## src/rtl/hspm_defines.svh

```systemverilog
`ifndef HSPM_DEFINES_SVH
`define HSPM_DEFINES_SVH

// configuration byte addresses
`define HSPM_OFS_POWER_STATE     8'hE0
`define HSPM_OFS_POWER_STATE_HI  8'hE1
`define HSPM_OFS_BRIDGE_SUPPORT  8'hE2
`define HSPM_OFS_POWER_DATA      8'hE3
`define HSPM_OFS_CAP_TAG         8'hE4
`define HSPM_OFS_NEXT_ITEM       8'hE5
`define HSPM_OFS_SWAP_CTRL       8'hE6

// bridge support byte fields
`define HSPM_BIT_BUS_PWR_EN      7
`define HSPM_BIT_B2B3_STOP       6

// swap control/status byte fields
`define HSPM_BIT_INSERTED        7
`define HSPM_BIT_EXTRACTING      6
`define HSPM_BIT_LAMP            3
`define HSPM_BIT_ENUM_MASK       1

// read values and reset values
`define HSPM_CAP_TAG_NATIVE      8'h06
`define HSPM_CAP_TAG_COMPAT      8'h00
`define HSPM_NEXT_ITEM_VALUE     8'h00
`define HSPM_POWER_DATA_VALUE    8'h00
`define HSPM_UNMAPPED_VALUE      8'h00
`define HSPM_SWAP_CTRL_RESET     8'h00

// power state encodings
`define HSPM_PSTATE_D0           2'h0
`define HSPM_PSTATE_D1           2'h1
`define HSPM_PSTATE_D2           2'h2
`define HSPM_PSTATE_D3HOT        2'h3

// secondary clock enable divider, primary cycles per tick
`define HSPM_SEC_DIV_DEFAULT     8'h02

`endif

```

## src/rtl/hspm_pkg.sv

```systemverilog
package hspm_pkg;

  typedef struct packed {
    logic [7:0] rd_data;
    logic [1:0] power_state;
    logic       inserted;
    logic       extracting;
    logic       lamp_ctrl;
    logic       enum_mask;
    logic       lamp_hold;
    logic       insert_armed;
    logic       handle_closed_d;
    logic       enum_pin;
    logic       lamp_pin;
    logic [7:0] div_cnt;
    logic       sec_tick;
    logic       sec_run;
  } hspm_state_t;

endpackage : hspm_pkg

```

## src/rtl/hspm_regs.sv

```systemverilog
// The address-and-strobe port was decided locally.
`timescale 1ns/1ps
`default_nettype none
`include "hspm_defines.svh"

module hspm_regs #(
  parameter logic [7:0] SEC_DIV = `HSPM_SEC_DIV_DEFAULT
) (
  input  wire logic       clk,
  input  wire logic       reset_n,
  input  wire logic [7:0] addr,
  input  wire logic [7:0] wr_data,
  input  wire logic       wr_en,
  input  wire logic       rd_en,
  input  wire logic       bus_clock_control_strap,
  input  wire logic       native_mode,
  input  wire logic       preload_done,
  input  wire logic       handle_closed,
  output logic      [7:0] rd_data,
  output logic      [1:0] power_state,
  output logic            enumeration_request_pin,
  output logic            swap_indicator_lamp,
  output logic            sec_clk_tick,
  output logic            sec_clk_running
);

  hspm_pkg::hspm_state_t s;
  hspm_pkg::hspm_state_t next_s;

  logic       wr_swap;
  logic       wr_power;
  logic       handle_opened;
  logic       insert_set;
  logic       extract_set;
  logic       insert_clr;
  logic       extract_clr;
  logic       stop_in_d3;
  logic [7:0] support_byte;
  logic [7:0] swap_byte;

  assign wr_swap  = wr_en && (addr == `HSPM_OFS_SWAP_CTRL);
  assign wr_power = wr_en && (addr == `HSPM_OFS_POWER_STATE);

  // handle edge is taken from the previous closed level; the input is synchronous
  assign handle_opened = s.handle_closed_d && !handle_closed;

  // one insertion report per arming; re-armed by an extraction so a reseat reports again
  assign insert_set  = s.insert_armed && preload_done && handle_closed
                       && !s.extracting;
  assign extract_set = handle_opened && !s.inserted;

  // software may only clear the status bits, by writing 1
  assign insert_clr  = wr_swap && wr_data[`HSPM_BIT_INSERTED];
  assign extract_clr = wr_swap && wr_data[`HSPM_BIT_EXTRACTING];

  assign stop_in_d3 = bus_clock_control_strap;

  always_comb begin
    support_byte = 8'h00;
    support_byte[`HSPM_BIT_BUS_PWR_EN] = bus_clock_control_strap;
    support_byte[`HSPM_BIT_B2B3_STOP]  = bus_clock_control_strap;
  end

  always_comb begin
    swap_byte = 8'h00;
    swap_byte[`HSPM_BIT_INSERTED]   = s.inserted;
    swap_byte[`HSPM_BIT_EXTRACTING] = s.extracting;
    swap_byte[`HSPM_BIT_LAMP]       = s.lamp_ctrl;
    swap_byte[`HSPM_BIT_ENUM_MASK]  = s.enum_mask;
  end

  always_comb begin
    next_s = s;
    next_s.sec_tick = 1'b0;

    // read data stands only in the cycle after the strobe
    next_s.rd_data = `HSPM_UNMAPPED_VALUE;
    if (rd_en) begin
      unique case (addr)
        `HSPM_OFS_POWER_STATE:    next_s.rd_data = {6'h00, s.power_state};
        `HSPM_OFS_BRIDGE_SUPPORT: next_s.rd_data = support_byte;
        `HSPM_OFS_POWER_DATA:     next_s.rd_data = `HSPM_POWER_DATA_VALUE;
        `HSPM_OFS_CAP_TAG: begin
          next_s.rd_data = native_mode ? `HSPM_CAP_TAG_NATIVE
                                       : `HSPM_CAP_TAG_COMPAT;
        end
        `HSPM_OFS_NEXT_ITEM:      next_s.rd_data = `HSPM_NEXT_ITEM_VALUE;
        `HSPM_OFS_SWAP_CTRL:      next_s.rd_data = swap_byte;
        default:                  next_s.rd_data = `HSPM_UNMAPPED_VALUE;
      endcase
    end

    // only the two writable bits of each byte are stored; other bits are dropped, except swap bits 7 and 6, which clear status
    if (wr_power) begin
      next_s.power_state = wr_data[1:0];
    end
    if (wr_swap) begin
      next_s.lamp_ctrl = wr_data[`HSPM_BIT_LAMP];
      next_s.enum_mask = wr_data[`HSPM_BIT_ENUM_MASK];
    end

    // a set in the same cycle as a clear wins; the mask plays no part here
    next_s.inserted   = insert_set  || (s.inserted   && !insert_clr);
    next_s.extracting = extract_set || (s.extracting && !extract_clr);

    if (insert_set) begin
      next_s.insert_armed = 1'b0;
    end else if (extract_set) begin
      next_s.insert_armed = 1'b1;
    end

    next_s.handle_closed_d = handle_closed;

    // indicator is forced on from reset until the handle first closes
    if (handle_closed) begin
      next_s.lamp_hold = 1'b0;
    end
    next_s.lamp_pin = next_s.lamp_hold ? 1'b1 : next_s.lamp_ctrl;

    next_s.enum_pin = (next_s.inserted || next_s.extracting)
                      && !next_s.enum_mask;

    // secondary clock enable: divided from clk, so it halts whenever clk halts
    next_s.sec_run = !(stop_in_d3 && (next_s.power_state == `HSPM_PSTATE_D3HOT));
    if (!s.sec_run) begin
      next_s.div_cnt = 8'h00;
    end else if (s.div_cnt >= SEC_DIV - 8'h01) begin
      next_s.div_cnt  = 8'h00;
      next_s.sec_tick = 1'b1;
    end else begin
      next_s.div_cnt = s.div_cnt + 8'h01;
    end
  end

  always_ff @(posedge clk or negedge reset_n) begin
    if (!reset_n) begin
      s              <= '0;
      s.lamp_hold    <= 1'b1;
      s.lamp_pin     <= 1'b1;
      s.insert_armed <= 1'b1;
      s.sec_run      <= 1'b1;
    end else begin
      s <= next_s;
    end
  end

  assign rd_data                 = s.rd_data;
  assign power_state             = s.power_state;
  assign enumeration_request_pin = s.enum_pin;
  assign swap_indicator_lamp     = s.lamp_pin;
  assign sec_clk_tick            = s.sec_tick;
  assign sec_clk_running         = s.sec_run;

endmodule : hspm_regs

`default_nettype wire

```

## config.mk

```make
export PLATFORM = sky130hd
export DESIGN_NAME = hspm_regs
export DESIGN_NICKNAME = d
export VERILOG_FILES = /design/src/rtl/hspm_pkg.sv /design/src/rtl/hspm_regs.sv
export VERILOG_INCLUDE_DIRS = /design/src /design/src/rtl
export SDC_FILE = /design/constraint.sdc
export NUM_CORES = 1
export LEC_CHECK = 0
export ABC_AREA = 1
export BUFFER_PORTS_ARGS = -buffer_cell sky130_fd_sc_hd__buf_2
export CORE_AREA = 5 5 63 51
export DETAILED_ROUTE_END_ITERATION = 7
export DIE_AREA = 0 0 68 56
export PLACE_DENSITY = 0.86
export REMOVE_ABC_BUFFERS = 1
export SYNTH_ARGS = -nofsm -noshare
export SYNTH_HDL_FRONTEND = slang
export SYNTH_SLANG_ARGS = --single-unit
```

## constraint.sdc

```tcl
create_clock -name clk -period 2.3 [get_ports clk]
set_clock_uncertainty 0.2 [all_clocks]
set_input_delay 0.46 -clock clk [delete_from_list [all_inputs] [get_ports clk]]
set_output_delay 0.46 -clock clk [all_outputs]
set_load 0.01 [all_outputs]
```

==> flow_metrics.env, run 1 <==
export IMPL_first_pass_iters=4
export IMPL_vdd_drop_max_uv=387.0
export IMPL_n_antenna_cell=0
export IMPL_worstPathArrival_ns=1.01
export IMPL_power_switching_uw=206.6
export IMPL_io_pins=38
export IMPL_cts_setup_buffers=0
export IMPL_slew_viol_final=0
export IMPL_cts_path_max_buffers=2
export IMPL_worstPathCellList="buf_2"
export IMPL_endpoint="sec_clk_running"
export IMPL_cts_tree="built"
export IMPL_die_w_um=68
export IMPL_netlist_area_um2=1251
export IMPL_worstRegToRegCells=5
export IMPL_final_core_util_pct=57.70
export IMPL_area_growth_syn_to_layout_pct=15.40
export IMPL_path_class="flop to output pin"
export IMPL_netlist_instances=124
export IMPL_cpMaxStageDelayCell="dfstp_2"
export IMPL_p_seq_share_pct=63.5
export IMPL_place_inst=188
export IMPL_post_route_period_util_pct=72.45
export IMPL_grt_pass1_wl_um=3815
export IMPL_setup_violations=0
export IMPL_cpPeakStageDelay_ns=0.56
export IMPL_dieHeight_um=56
export IMPL_clkTransAtPathRegs_ns=0.14
export IMPL_rsz0062_at_grt="no"
export IMPL_clock_latency_ns=0.32
export IMPL_comb_power_share_pct=12.4
export IMPL_port_buffers=32
export IMPL_final_cell_mix="32 x buf_2, 23 x dfrtp_1, 17 x inv_1"
export IMPL_ys_types=27
export IMPL_drt_wl_total_um=2136
export IMPL_wl_met3_um=116
export IMPL_dr_total_vias=887
export IMPL_top_layer_used="met3"
export IMPL_r2r_setup_slack_ns=0.80
export IMPL_p_sw_share_pct=25.18
export IMPL_r2r_end="s[2]"
export IMPL_final_common_cell="buf_2"
export IMPL_ys_warn_count=0
export IMPL_die_area_um2=3808
export IMPL_hp_class="primary input to flop"
export IMPL_cp_num_buf_inv=1
export IMPL_rr_startpoint="s[2]"
export IMPL_rows=16
export IMPL_worstPathMaxFanout=3
export IMPL_grt_overflow=0
export IMPL_antenna_found_initial=0
export IMPL_power_leakage_nw=0.7828
export IMPL_routedWlPerCell_um=11.07
export IMPL_wl_met1_um=884
export IMPL_ant_nets=0
export IMPL_wl_met2_um=1134
export IMPL_grt_max_degree=28
export IMPL_clkPwrFrac_pct=24.0
export IMPL_crit_required_ns=1.64
export IMPL_dr_first_iter_drc_count=27
export IMPL_cap_violations=0
export IMPL_p_int_uw=613.9
export IMPL_finalHoldViolCount=0
export IMPL_start_util_pct=50.00
export IMPL_drive_above_1_share_pct=34.39
export IMPL_gp_congestion=0.7935
export IMPL_core_um2=2502
export IMPL_startpoint="sec_clk_running"
export IMPL_htree_levels=1
export IMPL_crit_family="flip-flops"
export IMPL_setup_tns_ns=0
export IMPL_stdcell_count=193
export IMPL_cts_hold_buffers=1
export IMPL_routed_via_density=4.596
export IMPL_status="complete, no violations"
export IMPL_power_density_nw_per_um2=568.2
export IMPL_yosys_register_bits=27
export IMPL_grtUsageTotal_pct=13.01
export IMPL_syn_avg_cell_area_um2=10.09
export IMPL_ys_seq_area_share_pct=54.40
export IMPL_max_slew_worst_pin_slew_ns=0.5511
export IMPL_cts_sinks=27
export IMPL_final_nets=185
export IMPL_power_total_uw=820.5
export IMPL_drcViolationCount=0
export IMPL_grt_pass1_vias=931
export IMPL_post_cts_resized=0
export IMPL_max_freq_mhz=600.1
export IMPL_hold_ws_ns=0.08958
export IMPL_post_dp_hpwl_um=1795
export IMPL_cp_depth=1
export IMPL_cts_made_buffers=3
export IMPL_cp_end_kind="output pin"
export IMPL_relSlewSlack_pct=63.26
export IMPL_startpoint_type="flop"
export IMPL_period_needed_ns=1.666
export IMPL_cts_root_buf="clkbuf_4"
==> state kept, by name, summed over array words and instances, names as in the netlist <==
name	flops
enumeration_request_pin	1
s	15
sec_clk_tick	1
power_state	2
rd_data	6
swap_indicator_lamp	1
sec_clk_running	1
==> routing by layer <==
| metal | up-vias | global-route usage (%) |
|---|---|---|
| met5 | - | 0 |
| met4 | 0 | 1.983 |
| met3 | 0 | 5.455 |
| met2 | 25 | 23.49 |
| met1 | 424 | 14.07 |
| li1 | 438 | - |
==> layout make-up <==
class	instances	area, um2
clock inverter	1	7.507
timing repair buffer	33	170.2
fill	223	1059
multi-input combinational	75	450.4
tap	36	45.04
clock buffer	3	22.52
sequential	27	680.7
inverter	18	67.56
==> synth_stat cells (all sizes together) <==
| cell | n | area [um2] |
|---|---|---|
| dfrtp | 23 | 575.6 |
| nand2 | 19 | 83.83 |
| inv | 18 | 67.56 |
| nor2 | 17 | 106.4 |
| buf | 10 | 75.07 |
| nand3 | 7 | 40.04 |
| nand4 | 6 | 37.54 |
| o21ai | 6 | 41.29 |
| dfstp | 4 | 105.1 |
| ha | 3 | 37.54 |
| nor3 | 3 | 26.28 |
| a21oi | 2 | 10.01 |
| or2 | 2 | 12.51 |
| conb | 1 | 3.750 |
| nand3b | 1 | 7.510 |
| nor4 | 1 | 12.51 |
| xnor2 | 1 | 8.760 |
==> worst min-delay path by stage <==
stage,start,endpoint,slack (ns),depth (start not counted)
after floorplan,reset_n,enumeration_request_pin,-0.04,0
after detailed placement,s[14],s[14],0.23,2
after CTS,handle_closed,s[12],0.07,1
after global routing,handle_closed,s[12],0.06,1
after global placement,s[14],s[14],0.23,2
final,handle_closed,s[12],0.09,1
==> power by group through the flow <==
stage | Combinational (mW) | Clock (mW) | Sequential, mW
after floorplan | 0.0478 | 0 | 0.534
after global placement | 0.0975 | 0 | 0.530
final | 0.102 | 0.197 | 0.521
after detailed placement | 0.102 | 0 | 0.530
after CTS | 0.103 | 0.210 | 0.522
after global routing | 0.114 | 0.227 | 0.525
==> stage by stage <==
stage,area (um2),setup slack [ns]
final,1444,0.6336
after global routing,1444,0.5703
after CTS,1444,0.6087
after detailed placement,1404,0.6002
after global placement,1404,0.6636
after floorplan,1199,0.8447
==> logic make-up after synthesis <==
kind of cell	Yosys count	synth area share [%]
AOI/OAI and AO/OA	8	4.100
xor gates and xnor gates	1	0.7001
adders and majority gates	3	3.000
buffers and inverters	28	11.40
DFF	27	54.40
other	1	0.2997
and+or+nand+nor	56	26.10
(Power assumes the default switching activity.)
==> inputs of run 2 (changes only) <==
--- a/config.mk
+++ b/config.mk
@@ -6,12 +6,12 @@
 export SDC_FILE = /design/constraint.sdc
 export NUM_CORES = 1
 export LEC_CHECK = 0
-export ABC_AREA = 1
+export ABC_AREA = 0
 export BUFFER_PORTS_ARGS = -buffer_cell sky130_fd_sc_hd__buf_2
 export CORE_AREA = 5 5 63 51
 export DETAILED_ROUTE_END_ITERATION = 7
 export DIE_AREA = 0 0 68 56
-export PLACE_DENSITY = 0.86
+export PLACE_DENSITY = 0.82
 export REMOVE_ABC_BUFFERS = 1
 export SYNTH_ARGS = -nofsm -noshare
 export SYNTH_HDL_FRONTEND = slang
==> constraint.sdc (replaced) <==
create_clock -name clk -period 1.7 [get_ports clk]
set_clock_uncertainty 0.2 [all_clocks]
set_input_delay 0.34 -clock clk [delete_from_list [all_inputs] [get_ports clk]]
set_output_delay 0.34 -clock clk [all_outputs]
set_load 0.01 [all_outputs]
==> run 2 against run 1 <==
Effect of this change:
- non-clock buffer count is 6 higher
- die area stayed put
- global-route usage is 0.13 points lower
- highest routed layer is now met4
- sequential share of layout area is 1.7 points higher
==> flow_metrics.env, run 2 <==
export IMPL_status="complete, no violations"
export IMPL_relSlewSlack_pct=61.28
export IMPL_drt_wl_total_um=2228
export IMPL_dr_first_iter_drc_count=11
export IMPL_syn_avg_cell_area_um2=12.35
export IMPL_routed_via_density=4.649
export IMPL_post_dp_hpwl_um=1731
export IMPL_power_leakage_nw=0.7057
export IMPL_clkPwrFrac_pct=24.2
export IMPL_rr_startpoint="s[2]"
export IMPL_grtUsageTotal_pct=12.88
export IMPL_r2r_setup_slack_ns=0.12
export IMPL_cts_root_buf="clkbuf_4"
export IMPL_async_flop_share_pct=100.0
export IMPL_worstPathCellList="ha_1, nor4b_2, nand3_1, nor2_1"
export IMPL_cts_path_max_buffers=2
export IMPL_final_cell_mix="32 x buf_2, 23 x dfrtp_1, 7 x conb_1"
export IMPL_grt_pass1_wl_um=3746
export IMPL_startpoint_type="flop"
export IMPL_netlist_area_um2=1149
export IMPL_dr_total_vias=781
export IMPL_cp_num_buf_inv=0
export IMPL_clock_latency_ns=0.31
export IMPL_clkTransAtPathRegs_ns=0.13
export IMPL_synthTopCellsByCount="23 x dfrtp_1, 10 x buf_4, 6 x nor2_1"
export IMPL_max_slew_worst_pin_slew_ns=0.5807
export IMPL_routedWlPerCell_um=13.26
export IMPL_netlist_instances=93
export IMPL_power_density_nw_per_um2=779.3
export IMPL_antenna_found_initial=0
export IMPL_n_antenna_cell=0
export IMPL_drive_above_1_share_pct=40.15
export IMPL_cts_setup_buffers=0
export IMPL_synth_edf_count=0
export IMPL_final_cell_area_um2=1394
export IMPL_yosysTopAreaCellShare_pct=50.11
export IMPL_cap_violations=0
export IMPL_grt_max_degree=28
export IMPL_yosys_area_top_type="dfrtp_1"
export IMPL_p_sw_share_pct=22.92
export IMPL_holdPathStages=3
export IMPL_ys_top_cells_by_area="dfrtp_1 50%, dfstp_2 9.2%, buf_4 6.5%"
export IMPL_period_needed_ns=1.577
export IMPL_cpMaxStageDelayCell="dfrtp_1"
export IMPL_path_class="flop to flop"
export IMPL_largest_reg_flops=15
export IMPL_fill_cells=218
export IMPL_rows=16
export IMPL_ys_types=35
export IMPL_grt_pass1_vias=840
export IMPL_setup_tns_ns=0
export IMPL_cts_sinks=27
export IMPL_cp_end_kind="flop"
export IMPL_final_nets=160
export IMPL_htree_levels=1
export IMPL_ys_seq_area_share_pct=59.26
export IMPL_cts_tree="built"
export IMPL_r2r_end="s[4]"
export IMPL_die_w_um=68
export IMPL_regMostFlops="s"
export IMPL_crit_required_ns=1.74
export IMPL_cts_made_buffers=3
export IMPL_yosys_register_bits=27
export IMPL_die_area_um2=3808
export IMPL_core_um2=2502
export IMPL_slew_viol_final=0
export IMPL_p_int_uw=837.3
export IMPL_rsz0062_at_grt="no"
export IMPL_finalHoldViolCount=0
export IMPL_drcViolationCount=0
export IMPL_crit_family="simple AND/OR/NAND/NOR gates"
export IMPL_hp_class="primary input to flop"
export IMPL_place_area_um2=1331
export IMPL_comb_power_share_pct=11.3
export IMPL_power_switching_uw=249.0
export IMPL_worstPathMaxFanout=4
export IMPL_post_route_period_util_pct=92.79
export IMPL_ant_nets=0
export IMPL_holdPathEnd="rd_data[2]"
export IMPL_io_pins=38
export IMPL_first_pass_iters=4
export IMPL_gp_congestion=0.7935
export IMPL_ys_warn_count=0
export IMPL_max_freq_mhz=634.0
export IMPL_start_util_pct=45.90
export IMPL_worstRegToRegCells=4
export IMPL_grt_overflow=0
export IMPL_synth_most_common_cell="dfrtp_1"
export IMPL_area_growth_syn_to_layout_pct=21.35
export IMPL_setup_violations=0
export IMPL_vdd_drop_max_uv=343.5
export IMPL_port_buffers=32
export IMPL_final_common_cell="buf_2"
export IMPL_worstPathArrival_ns=1.62
export IMPL_power_total_mw=1.086
export IMPL_min_from="native_mode"
export IMPL_p_seq_share_pct=64.5
export IMPL_cpPeakStageDelay_ns=0.44
export IMPL_dieHeight_um=56
export IMPL_synth_ff_type="dfrtp_1"
run 2: cell types whose count changed in the layout (fill, tap and decap cells not counted), moves of 4 or more:
cell     previous run  this run
buf_4               0         4
and3_1              0         4
nand2_1            16         4
inv_1              17         4
nor2_1             13         6
nand4_1             6         1
nand3_1             6         2
run 2: timing repair:
item	CTS	global route
hold buffers	3	0
resized for setup	0	1
hold endpoints to repair	26	0
setup endpoints to repair	0	3
run 2: final cells by class:
type,count,area [um2],area share (%)
Timing Repair Buffer,39,220.2,15.80
Multi-Input combinational cell,58,406.6,29.17
Clock buffer,4,26.28,1.885
Tap cell,36,45.04,3.232
Sequential cell,27,680.7,48.83
Inverter,4,15.01,1.077
run 2: cell families (layout without fill, tap and decap cells):
family | after synthesis | in the layout | share of synthesized area, %
fa+ha+maj | 3 | 3 | 3.268
mux | 5 | 5 | 5.555
flops | 27 | 27 | 59.26
other cells | 1 | 7 | 0.3265
simple gates | 33 | 33 | 17.76
buf+inv | 14 | 47 | 7.843
compound gates | 9 | 9 | 5.230
xor+xnor | 1 | 1 | 0.7627
run 2: how the worst max path moves through the flow:
stage,startpoint,to,slack [ns],depth (start not counted)
after floorplan,addr[4],swap_indicator_lamp,0.06,4
after global placement,addr[0],swap_indicator_lamp,-0.05,5
after detailed placement,addr[0],swap_indicator_lamp,-0.06,5
after CTS,s[2],s[4],0.01,4
after global routing,s[2],s[4],0.06,4
final,s[2],s[4],0.12,4
run 2: metal layers:
metal | wire, um | global-route usage (%) | vias to the layer above
met2 | 1083 | 20.33 | 31
met3 | 171 | 2.626 | 6
met5 | 0 | 0 | -
met1 | 917 | 16.26 | 362
met4 | 56 | 6.799 | 0
li1 | - | - | 382
run 2: metrics by stage:
step	util, %	hold slack (ns)	worst slack, ns	std cells
after floorplan	-	-0.1556	0.06167	89
after global placement	53.20	0.1519	-0.05315	161
after detailed placement	53.20	0.1696	-0.06405	161
after CTS	55.45	0.03736	0.01319	168
after global routing	55.70	0.04267	0.05894	168
final	55.70	0.05270	0.1226	168
run 2: power groups by stage:
stage	sequential (mW)	clock (mW)	combinational [mW]
global placement	0.710	0	0.111
CTS	0.700	0.271	0.122
global route	0.705	0.293	0.139
detailed placement	0.712	0	0.117
finish	0.701	0.263	0.122
floorplan	0.710	0	0.0505
run 2: tightest hold or removal path: cells and delay by family:
| family | cells | cell delay (ns) |
|---|---|---|
| and+or+nand+nor | 2 | 0.10 |
| buffers and inverters | 1 | 0.11 |
==> inputs of run 3 (changes only) <==
--- a/config.mk
+++ b/config.mk
@@ -7,11 +7,13 @@
 export NUM_CORES = 1
 export LEC_CHECK = 0
 export ABC_AREA = 0
+export ABC_CLOCK_PERIOD_IN_PS = 1700
 export BUFFER_PORTS_ARGS = -buffer_cell sky130_fd_sc_hd__buf_2
-export CORE_AREA = 5 5 63 51
+export CORE_AREA = 5 5 68 55
 export DETAILED_ROUTE_END_ITERATION = 7
-export DIE_AREA = 0 0 68 56
-export PLACE_DENSITY = 0.82
+export DIE_AREA = 0 0 73 60
+export HOLD_SLACK_MARGIN = 0.08
+export PLACE_DENSITY = 0.72
 export REMOVE_ABC_BUFFERS = 1
 export SYNTH_ARGS = -nofsm -noshare
 export SYNTH_HDL_FRONTEND = slang
==> run 3 against run 2 <==
Effect of this change:
- critical path depth increased by 1
- clock power increased by 41%
- global-route usage decreased by 2.6 points
- maximum frequency increased by 4.2%
- setup slack improved by 0.063 ns
- final area increased by 3.1%
- via count increased by 0.77%
- sequential share of layout area decreased by 1.4 points
- wire length decreased by 6.1%
- largest cell class unchanged
- highest routed layer unchanged
==> flow_metrics.env, run 3 (synthesis results as in run 2) <==
export IMPL_grt_pass1_vias=804
export IMPL_cap_violations=0
export IMPL_power_leakage_nw=0.7229
export IMPL_cp_num_buf_inv=2
export IMPL_grt_max_degree=28
export IMPL_vdd_drop_max_uv=594.8
export IMPL_startpoint="handle_closed"
export IMPL_worstPathCellList="dlygate4sd3_1, buf_2, nor3b_1, a21o_1, o21ba_2"
export IMPL_cts_made_buffers=3
export IMPL_cp_depth=5
export IMPL_cts_tree="built"
export IMPL_port_buffers=32
export IMPL_setup_tns_ns=0
export IMPL_final_common_cell="buf_2"
export IMPL_post_route_period_util_pct=89.09
export IMPL_routedWlPerCell_um=12.03
export IMPL_gp_congestion=0.7573
export IMPL_p_seq_share_pct=58.6
export IMPL_cts_path_max_buffers=2
export IMPL_start_util_pct=37.50
export IMPL_ant_nets=0
export IMPL_regMostFlops="s"
export IMPL_cts_root_buf="clkbuf_8"
export IMPL_r2r_end="s[3]"
export IMPL_cp_end_kind="flop"
export IMPL_hp_class="primary input to flop"
export IMPL_worstPathArrival_ns=1.54
export IMPL_rsz0062_at_grt="no"
export IMPL_worstRegToRegCells=4
export IMPL_stdcell_count=174
export IMPL_crit_family="buffers and inverters"
export IMPL_grt_pass1_wl_um=3360
export IMPL_rows=18
export IMPL_power_switching_uw=279.9
export IMPL_power_density_nw_per_um2=831.5
export IMPL_period_needed_ns=1.514
export IMPL_drcViolationCount=0
export IMPL_dieHeight_um=60
export IMPL_cpMaxStageDelayCell="dlygate4sd3_1"
export IMPL_finalHoldViolCount=0
export IMPL_final_nets=162
export IMPL_htree_levels=1
export IMPL_place_area_um2=1351
export IMPL_first_pass_iters=3
export IMPL_comb_power_share_pct=10.3
export IMPL_antenna_found_initial=0
export IMPL_post_dp_hpwl_um=1675
export IMPL_cts_sinks=27
export IMPL_p_int_uw=914.4
export IMPL_dr_total_vias=787
export IMPL_dr_first_iter_drc_count=29
export IMPL_clkPwrFrac_pct=31.2
export IMPL_core_um2=3063
export IMPL_power_total_mw=1.194
export IMPL_slew_viol_final=0
export IMPL_routed_via_density=4.523
export IMPL_drt_wl_total_um=2093
export IMPL_die_area_um2=4380
export IMPL_max_freq_mhz=660.3
export IMPL_setup_violations=0
export IMPL_n_antenna_cell=0
export IMPL_endpoint="enumeration_request_pin"
export IMPL_rr_startpoint="s[2]"
export IMPL_final_cell_mix="32 x buf_2, 23 x dfrtp_1, 7 x conb_1"
export IMPL_clock_latency_ns=0.28
export IMPL_status="complete, no violations"
export IMPL_io_pins=38
export IMPL_relSlewSlack_pct=62.88
export IMPL_crit_required_ns=1.73
export IMPL_final_cell_area_um2=1436
export IMPL_r2r_setup_slack_ns=0.24
export IMPL_grtUsageTotal_pct=10.28
export IMPL_startpoint_type="primary input"
export IMPL_p_sw_share_pct=23.44
export IMPL_largest_reg_flops=15
export IMPL_cts_setup_buffers=0
export IMPL_die_w_um=73
export IMPL_max_slew_worst_pin_slew_ns=0.5567
export IMPL_place_inst=167
export IMPL_grt_overflow=0
export IMPL_path_class="primary input to flop"
export IMPL_hold_ws_ns=0.09665
export IMPL_area_growth_syn_to_layout_pct=25.05
export IMPL_clkTransAtPathRegs_ns=0.10
export IMPL_cpPeakStageDelay_ns=0.53
export IMPL_drive_above_1_share_pct=41.79
export IMPL_worstPathMaxFanout=4
## run 3: changes by cell type in the layout (fill, tap and decap cells not counted), sizes merged
cell and delta:
clkbuf -1, clkinvlp +1, buf +2
## run 3: metal layers
layer / track usage (%) / up-vias / part of all wire [%]
met2: 16.69 / 28 / 46
li1: - / 383 / -
met3: 4.370 / 4 / 8.4
met4: 2.368 / 0 / 0.96
met1: 12.74 / 372 / 45
met5: 0 / - / 0
## run 3: power groups by stage
stage               registers [mW]  logic, mW  clock network (mW)
floorplan                    0.710     0.0505                   0
global placement             0.710      0.114                   0
detailed placement           0.711      0.119                   0
CTS                          0.699      0.125               0.382
global route                 0.703      0.139               0.407
finish                       0.700      0.123               0.372
## run 3: timing repair
action                                  4_1_cts  5_1_grt
endpoints found under the setup margin        0        3
hold buffers                                  3        0
gates resized for setup                       0        1
endpoints found under the hold margin        26        0
## run 3: area by class of cell
cell class / instances / area, um2
multi-input cells: 58 / 406.6
inverters: 4 / 15.01
clock buffers: 3 / 41.29
repair buffers: 41 / 235.2
flip-flops and latches: 27 / 680.7
fillers: 300 / 1627
clock inverters: 1 / 7.507
well taps: 40 / 50.05
## run 3: worst min path at each step
stage                     cells after the start         from                      end  slack [ns]
after floorplan                               0      reset_n  enumeration_request_pin       -0.16
after CTS                                     3  native_mode               rd_data[2]        0.09
final                                         3  native_mode               rd_data[2]         0.1
after detailed placement                      1      reset_n             sec_clk_tick        0.17
after global placement                        1      reset_n             sec_clk_tick        0.16
after global routing                          2   wr_data[3]                    s[16]        0.09
## run 3: tightest hold or removal path: stages
cell     delay, ns
buf_2         0.11
nand2_1       0.06
nor3_1        0.04
## run 3: per-stage QoR
| stage | setup WS, ns | util (%) |
|---|---|---|
| after floorplan | 0.06167 | - |
| after global placement | -0.03605 | 44.12 |
| after detailed placement | -0.06440 | 44.12 |
| after CTS | 0.1139 | 46.69 |
| after global routing | 0.1180 | 46.90 |
| final | 0.1855 | 46.90 |
